## src/core/fcw_pkg.sv

```systemverilog
// Shared constants, register map and carrier types of the frequency-change watchdog
package fcw_pkg;
    // Clock and timing
    localparam int CLK_PERIOD_NS  = 50;                     // 20 MHz reference clock
    localparam int SECOND_NS      = 1_000_000_000;          // One watchdog second
    localparam int SEC_CYCLES     = SECOND_NS / CLK_PERIOD_NS;
    localparam int RST_PULSE_NS   = 1000;                   // Width of a system reset pulse
    localparam int RST_PULSE_CYC  = (RST_PULSE_NS + CLK_PERIOD_NS - 1) / CLK_PERIOD_NS;
    localparam int TICK_W         = 25;                     // Width of the sub-second counter
    localparam int PULSE_W        = 5;                      // Width of the pulse counter
    localparam int BOOT_W         = 2;                      // Width of the strap load counter

    // Register byte addresses
    localparam logic [4:0] ADDR_CTRL  = 5'h00;              // Watchdog control byte
    localparam logic [4:0] ADDR_FSEL  = 5'h04;              // Frequency select byte
    localparam logic [4:0] ADDR_DIVN  = 5'h08;              // Divider N byte
    localparam logic [4:0] ADDR_DIVR  = 5'h0C;              // Divider R byte, completes the pair
    localparam logic [4:0] ADDR_STAT  = 5'h10;              // Status word

    // Control byte fields
    localparam int CTRL_TO_LSB     = 0;                     // timeout_seconds_select, 4 bits
    localparam int CTRL_ALARM_BIT  = 4;                     // timeout_alarm_flag
    localparam int CTRL_REVERT_BIT = 6;                     // Fallback choice
    localparam int CTRL_PINSEL_BIT = 7;                     // Shared pin function
    localparam logic [3:0] TO_OFF  = 4'h0;                  // Watchdog disabled
    localparam logic       PINSEL_RST = 1'b1;               // Pin starts as clock halt input

    // Status word fields and the divider R source bit
    localparam int STAT_RUN_BIT    = 7;                     // Timer running
    localparam int STAT_AGAIN_BIT  = 8;                     // At least one expiry seen
    localparam int STAT_STRAP_LSB  = 9;                     // Synchronised strap, 5 bits
    localparam int DIVR_MUX_BIT    = 0;                     // Divider source select

    // Frequency setting carried as one unit
    typedef struct packed {
        logic [4:0] freq_sel;                               // Frequency select code
        logic [6:0] div_n;                                  // Divider N
        logic [7:0] div_r;                                  // Divider R and source select
    } fcw_freq_t;

    // Control byte contents
    typedef struct packed {
        logic       pin_sel;                                // 0 = reset output, 1 = halt input
        logic       revert;                                 // 0 = strap, 1 = earlier software
        logic [3:0] timeout;                                // Seconds, 0 = off
    } fcw_ctrl_t;

    // Avalon-MM request from the master
    typedef struct packed {
        logic        read;
        logic        write;
        logic [4:0]  address;
        logic [3:0]  byteenable;
        logic [31:0] writedata;
    } fcw_avs_req_t;

    // Watchdog timer state
    typedef enum logic [1:0] {
        FCW_IDLE = 2'b00,
        FCW_ARM  = 2'b01,
        FCW_RUN  = 2'b11
    } fcw_state_t;
endpackage : fcw_pkg

```

## src/core/fcw_top.sv

```systemverilog
// Frequency-change watchdog with reset pulse, alarm and frequency fallback
// Notes on behaviour
// - Apply new frequency, then start timer
// - Clearing timeout keeps new frequency, no reset
// - First expiry: reset pulse, alarm, restart
// - Later expiry also restores fallback frequency
// - Expiry sequence repeats until timeout cleared
// - Zero timeout stops timer, clears alarm
// - Timeout code n means n seconds
// - Revert bit picks strap or earlier setting
// - Shared pin drives reset only when selected
//
// Design decisions made here: the placing of the registers and the Avalon-MM register port.
`timescale 1ns/1ps
`default_nettype none
module fcw_top
    import fcw_pkg::*;
#(
    parameter int unsigned SEC_CYCLES_P = fcw_pkg::SEC_CYCLES   // Cycles in one second
) (
    // Clock, reset and enable
    input  wire logic                  clk,
    input  wire logic                  srst,
    input  wire logic                  ce,
    // Avalon-MM slave
    input  wire fcw_pkg::fcw_avs_req_t avs_req,
    output var  logic [31:0]           avs_readdata,
    output var  logic                  avs_waitrequest,
    // Strap pins and shared pin
    input  wire logic [4:0]            freq_strap,
    input  wire logic                  pin_in,
    output var  logic                  system_reset_out_n,
    output var  logic                  pin_oe_n,
    output var  logic                  pci_clock_halt_n,
    // Frequency in force
    output var  fcw_pkg::fcw_freq_t    active_freq
);
    import fcw_pkg::*;

    // Bus state
    logic            wait_ff, nxt_wait;                     // Waitrequest, high when idle
    logic [31:0]     rdata_ff, nxt_rdata;                   // Registered read data
    // Configuration state
    fcw_ctrl_t       ctrl_ff, nxt_ctrl;                     // Control byte
    logic            alarm_ff, nxt_alarm;                   // timeout_alarm_flag
    fcw_freq_t       sw_cur_ff, nxt_sw_cur;                 // Last software setting
    fcw_freq_t       sw_prev_ff, nxt_sw_prev;               // Setting before the last one
    logic [6:0]      pend_n_ff, nxt_pend_n;                 // N waiting for its R
    fcw_freq_t       active_ff, nxt_active;                 // Frequency in force
    logic [BOOT_W-1:0] boot_ff, nxt_boot;                   // Strap load after reset
    // Timer and pin state
    fcw_state_t      state_ff, nxt_state;
    logic [TICK_W-1:0] tick_ff, nxt_tick;                   // Cycles within a second
    logic [3:0]      sec_ff, nxt_sec;                       // Whole seconds elapsed
    logic            again_ff, nxt_again;                   // An expiry already happened
    logic [PULSE_W-1:0] pulse_ff, nxt_pulse;                // Reset pulse cycles left
    logic            rst_n_ff, nxt_rst_n;                   // Shared pin output value
    logic            oe_n_ff, nxt_oe_n;                     // Shared pin enable
    logic            halt_n_ff, nxt_halt_n;                 // Clock halt request seen
    // Synchronisers
    logic [4:0]      strap_s1_ff, strap_s2_ff;
    logic            pin_s1_ff, pin_s2_ff;

    // Decoded strobes
    logic            req_v, wr_ok, wr_ctrl, wr_fsel, wr_divr, freq_chg;
    logic            clear_to, tick_last, expire;
    fcw_freq_t       req_freq;

    // Strobes shared by both groups
    always_comb begin
        req_v     = avs_req.read | avs_req.write;
        wr_ok     = avs_req.write & ~wait_ff & avs_req.byteenable[0];
        wr_ctrl   = wr_ok & (avs_req.address == ADDR_CTRL);
        wr_fsel   = wr_ok & (avs_req.address == ADDR_FSEL);
        wr_divr   = wr_ok & (avs_req.address == ADDR_DIVR);
        freq_chg  = wr_fsel | wr_divr;
        clear_to  = wr_ctrl & (avs_req.writedata[CTRL_TO_LSB +: 4] == TO_OFF);
        tick_last = (tick_ff == TICK_W'(SEC_CYCLES_P - 1));
        // A code of n expires after n whole seconds
        expire    = (state_ff == FCW_RUN) & tick_last
                    & (4'(sec_ff + 4'h1) == ctrl_ff.timeout);
        // The byte just written forms the new setting with the stored other half
        req_freq  = sw_cur_ff;
        if (wr_fsel) begin
            req_freq.freq_sel = avs_req.writedata[4:0];
        end else begin
            req_freq.div_n = pend_n_ff;
            req_freq.div_r = avs_req.writedata[7:0];
        end
    end

    // Bus next state: one wait cycle, then the access completes
    always_comb begin
        nxt_wait  = 1'b1;
        nxt_rdata = rdata_ff;
        if (req_v && wait_ff) begin
            nxt_wait = 1'b0;
            if (avs_req.read) begin
                unique case (avs_req.address)
                    ADDR_CTRL: nxt_rdata = {24'h000000, ctrl_ff.pin_sel, ctrl_ff.revert,
                                            1'b0, alarm_ff, ctrl_ff.timeout};
                    ADDR_FSEL: nxt_rdata = {27'h0000000, sw_cur_ff.freq_sel};
                    ADDR_DIVN: nxt_rdata = {25'h0000000, pend_n_ff};
                    ADDR_DIVR: nxt_rdata = {24'h000000, sw_cur_ff.div_r};
                    ADDR_STAT: nxt_rdata = {18'h00000, strap_s2_ff, again_ff,
                                            state_ff == FCW_RUN, 2'h0, active_ff.freq_sel};
                    default:   nxt_rdata = 32'h00000000;               // Unmapped reads zero
                endcase
            end
        end
    end

    // Configuration next state
    always_comb begin
        nxt_ctrl    = ctrl_ff;
        nxt_alarm   = alarm_ff;
        nxt_sw_cur  = sw_cur_ff;
        nxt_sw_prev = sw_prev_ff;
        nxt_pend_n  = pend_n_ff;
        nxt_active  = active_ff;
        nxt_boot    = boot_ff;
        // Strap is caught once the synchroniser has filled
        if (boot_ff != {BOOT_W{1'b1}}) begin
            nxt_boot = BOOT_W'(boot_ff + 1'b1);
            if (boot_ff == BOOT_W'(2)) begin
                nxt_active.freq_sel = strap_s2_ff;
            end
        end
        // Control byte, alarm bit is read only
        if (wr_ctrl) begin
            nxt_ctrl.timeout = avs_req.writedata[CTRL_TO_LSB +: 4];
            nxt_ctrl.revert  = avs_req.writedata[CTRL_REVERT_BIT];
            nxt_ctrl.pin_sel = avs_req.writedata[CTRL_PINSEL_BIT];
        end
        if (wr_ok && avs_req.address == ADDR_DIVN) begin
            nxt_pend_n = avs_req.writedata[6:0];
        end
        // New setting takes effect at once, timer follows later
        if (freq_chg) begin
            nxt_sw_prev = sw_cur_ff;
            nxt_sw_cur  = req_freq;
            nxt_active  = req_freq;
        end
        // From the second expiry on, fall back to the chosen frequency
        if (expire && again_ff) begin
            if (ctrl_ff.revert) begin
                nxt_active = sw_prev_ff;
            end else begin
                nxt_active          = '0;
                nxt_active.freq_sel = strap_s2_ff;
            end
        end
        // Expiry sets the alarm and wins over a clear in the same cycle
        if (expire) begin
            nxt_alarm = 1'b1;
        end else if (clear_to) begin
            nxt_alarm = 1'b0;
        end
    end

    // Timer and pin next state
    always_comb begin
        nxt_state = state_ff;
        nxt_tick  = tick_ff;
        nxt_sec   = sec_ff;
        nxt_again = again_ff;
        nxt_pulse = pulse_ff;
        unique case (state_ff)
            FCW_IDLE: begin
                // Only an armed timeout watches a frequency change
                if (freq_chg && ctrl_ff.timeout != TO_OFF) begin
                    nxt_state = FCW_ARM;
                    nxt_again = 1'b0;
                end
            end
            FCW_ARM: begin
                // New frequency is already in force here
                nxt_state = FCW_RUN;
                nxt_tick  = '0;
                nxt_sec   = '0;
            end
            FCW_RUN: begin
                if (expire) begin
                    nxt_tick  = '0;
                    nxt_sec   = '0;
                    nxt_again = 1'b1;
                end else if (tick_last) begin
                    nxt_tick = '0;
                    nxt_sec  = 4'(sec_ff + 4'h1);
                end else begin
                    nxt_tick = TICK_W'(tick_ff + 1'b1);
                end
                if (freq_chg) begin
                    nxt_state = FCW_ARM;
                    nxt_again = 1'b0;
                end
            end
            default: nxt_state = FCW_IDLE;
        endcase
        // Clearing the timeout stops the timer and keeps the frequency
        if (clear_to) begin
            nxt_state = FCW_IDLE;
            nxt_tick  = '0;
            nxt_sec   = '0;
        end
        // Reset pulse of fixed length
        if (expire) begin
            nxt_pulse = PULSE_W'(RST_PULSE_CYC);
        end else if (pulse_ff != '0) begin
            nxt_pulse = PULSE_W'(pulse_ff - 1'b1);
        end
        // Shared pin: reset output or halt input
        nxt_oe_n   = nxt_ctrl.pin_sel;
        nxt_rst_n  = nxt_ctrl.pin_sel | (nxt_pulse == '0);
        nxt_halt_n = ~nxt_ctrl.pin_sel | pin_s2_ff;
    end

    // Registers
    always_ff @(posedge clk) begin
        if (srst) begin
            wait_ff     <= 1'b1;
            rdata_ff    <= 32'h00000000;
            ctrl_ff     <= '{pin_sel: PINSEL_RST, revert: 1'b0, timeout: TO_OFF};
            alarm_ff    <= 1'b0;
            sw_cur_ff   <= '0;
            sw_prev_ff  <= '0;
            pend_n_ff   <= 7'h00;
            active_ff   <= '0;
            boot_ff     <= '0;
            state_ff    <= FCW_IDLE;
            tick_ff     <= '0;
            sec_ff      <= 4'h0;
            again_ff    <= 1'b0;
            pulse_ff    <= '0;
            rst_n_ff    <= 1'b1;
            oe_n_ff     <= 1'b1;
            halt_n_ff   <= 1'b1;
            strap_s1_ff <= 5'h00;
            strap_s2_ff <= 5'h00;
            pin_s1_ff   <= 1'b1;
            pin_s2_ff   <= 1'b1;
        end else if (ce) begin
            wait_ff     <= nxt_wait;
            rdata_ff    <= nxt_rdata;
            ctrl_ff     <= nxt_ctrl;
            alarm_ff    <= nxt_alarm;
            sw_cur_ff   <= nxt_sw_cur;
            sw_prev_ff  <= nxt_sw_prev;
            pend_n_ff   <= nxt_pend_n;
            active_ff   <= nxt_active;
            boot_ff     <= nxt_boot;
            state_ff    <= nxt_state;
            tick_ff     <= nxt_tick;
            sec_ff      <= nxt_sec;
            again_ff    <= nxt_again;
            pulse_ff    <= nxt_pulse;
            rst_n_ff    <= nxt_rst_n;
            oe_n_ff     <= nxt_oe_n;
            halt_n_ff   <= nxt_halt_n;
            strap_s1_ff <= freq_strap;
            strap_s2_ff <= strap_s1_ff;
            pin_s1_ff   <= pin_in;
            pin_s2_ff   <= pin_s1_ff;
        end
    end

    // Outputs straight from flip-flops
    assign avs_readdata       = rdata_ff;
    assign avs_waitrequest    = wait_ff;
    assign system_reset_out_n = rst_n_ff;
    assign pin_oe_n           = oe_n_ff;
    assign pci_clock_halt_n   = halt_n_ff;
    assign active_freq        = active_ff;
endmodule : fcw_top
`default_nettype wire

```

## config.mk

```make
export PLATFORM = sky130hd
export DESIGN_NAME = fcw_top
export DESIGN_NICKNAME = d
export VERILOG_FILES = /design/src/core/fcw_pkg.sv /design/src/core/fcw_top.sv
export SDC_FILE = /design/constraint.sdc
export NUM_CORES = 1
export LEC_CHECK = 0
export ABC_AREA = 1
export CORE_MARGIN = 10
export CORE_UTILIZATION = 30
export CTS_CLUSTER_DIAMETER = 100
export CTS_CLUSTER_SIZE = 12
export DETAILED_ROUTE_END_ITERATION = 12
export DONT_BUFFER_PORTS = 1
export PLACE_DENSITY_LB_ADDON = 0.25
export SETUP_SLACK_MARGIN = 0.2
export SLEW_MARGIN = 5
export SYNTH_ARGS = -nofsm -noshare
export SYNTH_HDL_FRONTEND = slang
export SYNTH_SLANG_ARGS = --single-unit
```

## constraint.sdc

```tcl
create_clock -name clk -period 1.9 [get_ports clk]
set_clock_uncertainty 0.15 [all_clocks]
set_input_delay 0.19 -clock clk [delete_from_list [all_inputs] [get_ports clk]]
set_output_delay 0.19 -clock clk [all_outputs]
set_load 0.01 [all_outputs]
```

==> metrics.md, run 1 <==
| Metric | Value |
|---|---|
| RD Place Congestion | ~0.83 |
| First-pass GRT wire length | 36.1 mm |
| Clk sinks | 142 |
| First-pass iteration count of the detailed router | 5 |
| Vias | between 7,000 and 8,000 |
| Final worst slack | -0.115 ns |
| Chip Width | 174 um |
| Post-synth top area share | 39.8% |
| Pins Over Slew Limit | 0 |
| Worst setup EP type | flop |
| CTS buffer count | 17 |
| Starting density of the core | 30.4% |
| Main synth FF type | dfxtp_1 |
| Avg Inst Size Synth | 6.77 um^2 |
| Diode count | 0 |
| CTS Root Cell | clkbuf_16 |
| Area contributors post-synth | dfxtp_1 (40%), nand2_1 (13%), o21ai_0 (7.4%) |
| Initial antenna violation count | 0 |
| # setup viols final | 21 |
| DP Wirelength | 15.7 mm |
| Maximum vdd ir drop | 0.000555 V |
| Largest net degree at the start of global routing | 38 |
| Worst-skew pair later-pin latency | 0.42 ns |
| Routed wire per std cell | ~15 um |
| Synth Cell Area | slightly above 7000 um^2 |
| RSZ-0062 raised after global routing | yes |
| DRT Wirelength | 23.4 mm |
| DRT iter0 DRCs | 453 |
| Pwr dens | 696 nW/um^2 |
| # DRC | 0 |
| Drt via density | 4.77 |
| Synth Register Bits | 142 |
| Port Buffers | 0 |
| Setup_tns | -1.62 ns |
| Worst hold slack | -0.0630 ns |
| Max-slew headroom | 28.1% |
| Crit start category | flop |
| Fraction of layout cells with a size suffix above 1 | 25.5% |
| Nets | 1,238 |
| Tmin final | 2.02 ns |
| Chip height | 174 um |
| Fill cells | 2,420 |
| Core Rows | between 50 and 60 |
| Area leader, netlist | dfxtp_1 |
| I/O pins | roughly 110 |
| WP data required | between 2 and 2.5 ns |
| H-tree depth | 4 |
| Worst-Margin Slew | roughly 1.1 ns |
| Max Clk Rate | 496 MHz |
| Clk slew on worst S/H paths | roughly 0.070 ns |
| Grt ovf | 0 |
| Routed Antenna Nets | 0 |
| Failing checks | hold timing, setup timing |
| Hold Vio Cnt, Final | 7 |
| Pwr Total | 6880 uW |
| Hold WC Path Type | primary input to flop |
| YS warnings | 0 |
| Die area | 30,400 um^2 |
| Netlist cell types | 41 |
| Worst Path Arrival | 2.22 ns |
| All-layer global routing usage | 14.6% |
| Final period util | 106% |
| Worst Path Max Fanout | 15 |
| Area Overhead vs Synth | 38.2% |
| CTS tree | done |
| Number of synthesized flops with an enable pin | 0 |
| Synthesized instance count | about 1,100 |
| Leak | 0.00434 uW |
| CTS Buffer Depth | 2 |
| Core Region | 23,500 um^2 |
| CP Class | flop to flop |
| Sequential fraction of the synthesis area | 39.8% |
| Async SR Flop Fraction | 0% |
| Max-Cap Viols | 0 |
| Run status | finished, violations left |
| Vias in the first global route | 6,780 |
-- kinds of logic after synthesis --
family,after synthesis,synth area share (%)
XOR/XNOR,9,1.10
buffers and inverters,200,12.3
adder cells (fa/ha/maj),5,0.876
AND/OR/NAND/NOR,478,29.4
AO/OA/AOI/OAI,219,16.4
multiplexers,1,0.140
other,1,0.0525
flip-flops,142,39.8
-- cell usage in the layout, fill, tap and decap left out, drive strengths merged, types with 2 or more instances in the layout --
master / count
nand2: 247
dfxtp: 142
inv: 139
nor2: 121
buf: 116
o21ai: 106
a21oi: 87
nand3: 56
dlygate4sd3: 33
nand4: 28
clkbuf: 22
nor3: 21
conb: 18
o22ai: 9
xor2: 9
clkinv: 8
o31ai: 6
o211ai: 5
ha: 5
o211a: 3
clkinvlp: 2
or2: 2
nor4: 2
-- routing by layer --
metal / GRT usage, % / vias to the layer above / wire length (um)
met4: 4.45 / 0 / 387
met2: 23.5 / 177 / 11000
li1: - / 3645 / -
met3: 4.14 / 27 / 1400
met1: 18.4 / 3373 / 10500
met5: 0 / - / 0
-- state kept, by name, indices dropped and copies added (netlist names), 2 cells and up --
signal / count
state_ff: 2
boot_ff: 2
sw_prev_ff: 20
sec_ff: 4
pulse_ff: 5
strap_s1_ff: 5
pend_n_ff: 7
active_freq: 20
sw_cur_ff: 20
strap_s2_ff: 5
avs_readdata: 14
ctrl_ff: 5
tick_ff: 25
-- power breakdown --
part / internal, uW / switching, uW
sequential: 3030 / 46.8
combinational: 198 / 311
clock: 1800 / 1490
-- repair_timing --
action	CTS	global route
resized for setup	78	102
hold buffers	31	4
setup endpoints to repair	91	89
hold endpoints to repair	65	22
cloned	2	4
buffers inserted	10	9
pin swaps	31	33
-- layout make-up --
cell class	instances	area [um^2]	area share [%]
Multi-Input combinational cell	731	4050	41.0
Sequential cell	142	2860	28.9
Timing Repair Buffer	153	1470	14.8
Inverter	136	524	5.31
Clock buffer	19	453	4.59
Tap cell	319	399	4.04
Clock inverter	13	126	1.28
-- path summary, 6_finish.rpt --
kind / from / to / slack [ns] / cells past startpoint
setup / recovery: sec_ff[0] / active_freq[1] / -0.12 / 13
hold / removal: ce / avs_waitrequest / -0.06 / 5
setup reg to reg: sec_ff[0] / active_freq[1] / -0.12 / 13
hold reg to reg: strap_s2_ff[3] / avs_readdata[12] / 0.31 / 2
-- critical path: stages, from the launching register on --
cell and delay (ns):
dfxtp_4 0.35, ha_4 0.29, inv_2 0.04, nand2_2 0.06
nand3_2 0.10, nor2_4 0.15, nand3_4 0.12, buf_12 0.15
nor2_4 0.09, buf_12 0.16, nand3_1 0.08, nand2_1 0.09
inv_1 0.04, nor2_1 0.09
-- cells in the mapped netlist, types with 2 or more instances --
cell type  count
a21oi_1       86
buf_1          3
buf_2         12
buf_4         22
buf_6          4
clkbuf_1      23
clkinv_1       2
dfxtp_1      142
ha_1           5
inv_1        130
inv_2          4
nand2_1      239
nand2_2        6
nand3_1       53
nand3_4        2
nand4_1       27
nor2_1       111
nor2_2         4
nor2_4         6
nor3_1        21
nor4_1         2
o211a_1        3
o211ai_1       5
o21ai_0      105
o22ai_1        9
o31ai_1        6
xor2_1         9
-- through the flow --
stage | setup WS [ns] | std cells | area (um^2) | utilization, %
6_report | -0.115 | 1513 | 9880 | 42.1
4_1_cts | -0.110 | 1497 | 9330 | 39.7
3_3_place_gp | -0.130 | 1422 | 8090 | 34.5
2_1_floorplan | 0.0510 | 1072 | 7270 | -
3_5_place_dp | -0.152 | 1422 | 8090 | 34.5
5_1_grt | -0.255 | 1513 | 9880 | 42.1
Power figures use the tool's default switching activity.
==> run 2, diff against run 1 <==
--- a/config.mk
+++ b/config.mk
@@ -6,12 +6,12 @@
 export NUM_CORES = 1
 export LEC_CHECK = 0
 export ABC_AREA = 1
-export CORE_MARGIN = 10
 export CORE_UTILIZATION = 30
 export CTS_CLUSTER_DIAMETER = 100
 export CTS_CLUSTER_SIZE = 12
 export DETAILED_ROUTE_END_ITERATION = 12
 export DONT_BUFFER_PORTS = 1
+export MAX_ROUTING_LAYER = met4
 export PLACE_DENSITY_LB_ADDON = 0.25
 export SETUP_SLACK_MARGIN = 0.2
 export SLEW_MARGIN = 5
==> run 2 against run 1 <==
  * The run still ends with hold timing, setup timing left
  * Largest power group unchanged
  * Cell area rose by 1.0%
  * Global-route usage is 4.1 points higher
  * Total power fell by 0.10%
==> metrics.md, run 2 (same netlist as run 1, synthesis figures left out) <==
| Metric | Value |
|---|---|
| Max-Cap Viols | 0 |
| Reg-to-reg endpoint | active_freq[2] |
| Final period util | 106% |
| Commonest non-fill, non-tap cell in the layout | nand2_1 |
| DRT Wirelength | 21.9 mm |
| Top reg by flops | tick_ff |
| Vias | 7,267 |
| DP Worst Slack | -0.125 ns |
| CP Class | flop to flop |
| Fin cells | ~1,500 |
| Vias in the first global route | about 6,800 |
| Placed Cells | 1,432 |
| Clk slew on worst S/H paths | 0.07 ns |
| Maximum vdd ir drop | 0.000554 V |
| Grt ovf | 0 |
| Pins Over Slew Limit | 0 |
| Worst-Margin Slew | 0.951 ns |
| CP max-delay cell | dfxtp_1 |
| RSZ-0062 raised after global routing | yes |
| Port Buffers | 0 |
| DP Wirelength | between 10 and 15 mm |
| Core Util, Final | 42.6% |
| WL met1 | around 10 mm |
| Routed wire per std cell | 14.4 um |
| Core Rows | 56 |
| End point of the critical path | active_freq[2] |
| Final worst slack | -0.109 ns |
| Nets | ~1,200 |
| Tmin final | ~2.0 ns |
| Clock share of power | 48.3% |
| Logic pwr share | between 6 and 7% |
| Pwr dens | ~700 nW/um^2 |
| Routed met2 length | 10.2 mm |
| Worst Path Max Fanout | 6 |
| Reg2reg start | tick_ff[17] |
| Worst-skew pair later-pin latency | 0.44 ns |
| # setup viols final | 24 |
| Initial antenna violation count | 1 |
| CTS buffer count | 17 |
| I/O pins | roughly 110 |
| Chip Width | 156 um |
| Critical path, cell by cell | inv_1 -> nand2_1 -> nor2_1 -> buf_4 -> nand3_1 -> nor2_4 -> nand3_4 -> nor2_4 -> nand2_4 -> buf_6 -> nand2_2 -> nand2_2 -> inv_2 -> nor2_1 |
| Clk sinks | between 100 and 150 |
| Drt via density | 4.78 |
| Worst hold slack | -0.114 ns |
| Hold Vio Cnt, Final | 11 |
| Run status | finished, violations left |
| Top sig layer | met4 |
| Crit start category | flop |
| Net Switching | 1820 uW |
| R2R cell count | 14 |
| Metal3 WL | ~990 um |
| CTS Buffer Depth | 2 |
| Max Clk Rate | 498 MHz |
| Worst Path Arrival | around 2.2 ns |
| CTS Root Cell | clkbuf_16 |
| Failing checks | hold timing, setup timing |
| # DRC | 0 |
| Cell Int Power | 5050 uW |
| Largest net degree at the start of global routing | 96 |
| Chip height | approximately 160 um |
| Fraction of layout cells with a size suffix above 1 | 26.1% |
| Setup_tns | -1.85 ns |
| Die area | 24,400 um^2 |
| RD Place Congestion | 0.882 |
| First-pass iteration count of the detailed router | 7 |
| Starting density of the core | approximately 31% |
| H-tree depth | 4 |
| Leak | 0.00449 uW |
| Most frequent cells in the layout | nand2_1 (204), dfxtp_1 (136), inv_1 (117) |
| Routed Antenna Nets | 0 |
| Max reg flops | 25 |
| All-layer global routing usage | 18.7% |
| Max-slew headroom | 36.4% |
| Switching part of the total | between 20% and 30% |
| CTS tree | done |
| Reg power frac | 44.7% |
| Worst setup EP type | flop |
| CP max stage delay | ~0.31 ns |
| Core Region | around 23,000 um^2 |
| DRT iter0 DRCs | 336 |
| Worst setup path start | tick_ff[17] |
| First-pass GRT wire length | about 35 mm |
| Reg2reg setup slack | -0.11 ns |
| Hold WC Path Type | primary input to flop |
| WP data required | about 2.1 ns |
| Area Overhead vs Synth | 39.6% |
[run 2: cell types whose count changed in the layout (fill, tap and decap cells not counted), sizes merged]
cell | previous run | this run
dlymetal6s4s | 1 | 0
clkinv | 8 | 4
clkinvlp | 2 | 4
clkbuf | 22 | 17
buf | 116 | 136
inv | 139 | 142
diode | 0 | 1
bufinv | 0 | 1
dlygate4sd3 | 33 | 24
[run 2: worst min path at each step]
stage | startpoint | end | slack [ns] | cells past startpoint
2_1_floorplan | pin_in | pin_s1_ff | 0.17 | 2
3_3_place_gp | srst | sw_cur_ff[16] | 0.12 | 1
3_5_place_dp | srst | sw_cur_ff[15] | 0.12 | 1
4_1_cts | ce | pulse_ff[1] | -0.33 | 1
5_1_grt | avs_req[40] | pend_n_ff[1] | -0.04 | 3
6_report | ce | avs_waitrequest | -0.11 | 5
[run 2: layout make-up]
class / instances / area (um^2)
fillers: 2421 / 13400
well taps: 319 / 399
clock inverters: 15 / 148
multi-input cells: 731 / 4090
clock buffers: 17 / 425
flip-flops and latches: 142 / 2850
inverters: 136 / 519
diodes: 1 / 2.50
repair buffers: 160 / 1530
[run 2: per-layer routing]
metal  vias to the layer above  global-route usage, %
met1                      3420                   23.9
li1                       3650                      -
met2                       165                   29.3
met5                         -                      -
met3                        32                   3.57
met4                         0                   6.72
[run 2: through the flow]
stage / hold WS (ns) / power, uW / cell area [um^2]
floorplan: 0.166 / 3450 / 7270
global placement: 0.117 / 3500 / 8140
detailed placement: 0.120 / 3500 / 8140
CTS: -0.329 / 6890 / 9550
global route: -0.0397 / 7100 / 9970
finish: -0.114 / 6870 / 9970
[run 2: timing repair]
item	4_1_cts	5_1_grt
gates cloned	2	1
pin swaps	37	32
setup buffers	18	10
endpoints found under the setup margin	55	95
gates resized for setup	114	84
hold buffers	23	3
endpoints found under the hold margin	89	33
[run 2: power groups by stage]
stage                     combinational, uW  clock (uW)  sequential [uW]
after floorplan                         316           0             3130
after global placement                  360           0             3140
after detailed placement                364           0             3140
after CTS                               447        3370             3070
after global routing                    533        3490             3080
final                                   475        3320             3070
[run 2: worst max-delay path: cells and delay by family (launching register included)]
family / cells / cell delay [ns]
AND/OR/NAND/NOR: 10 / 1.00
buffers and inverters: 4 / 0.43
flip-flops: 1 / 0.31
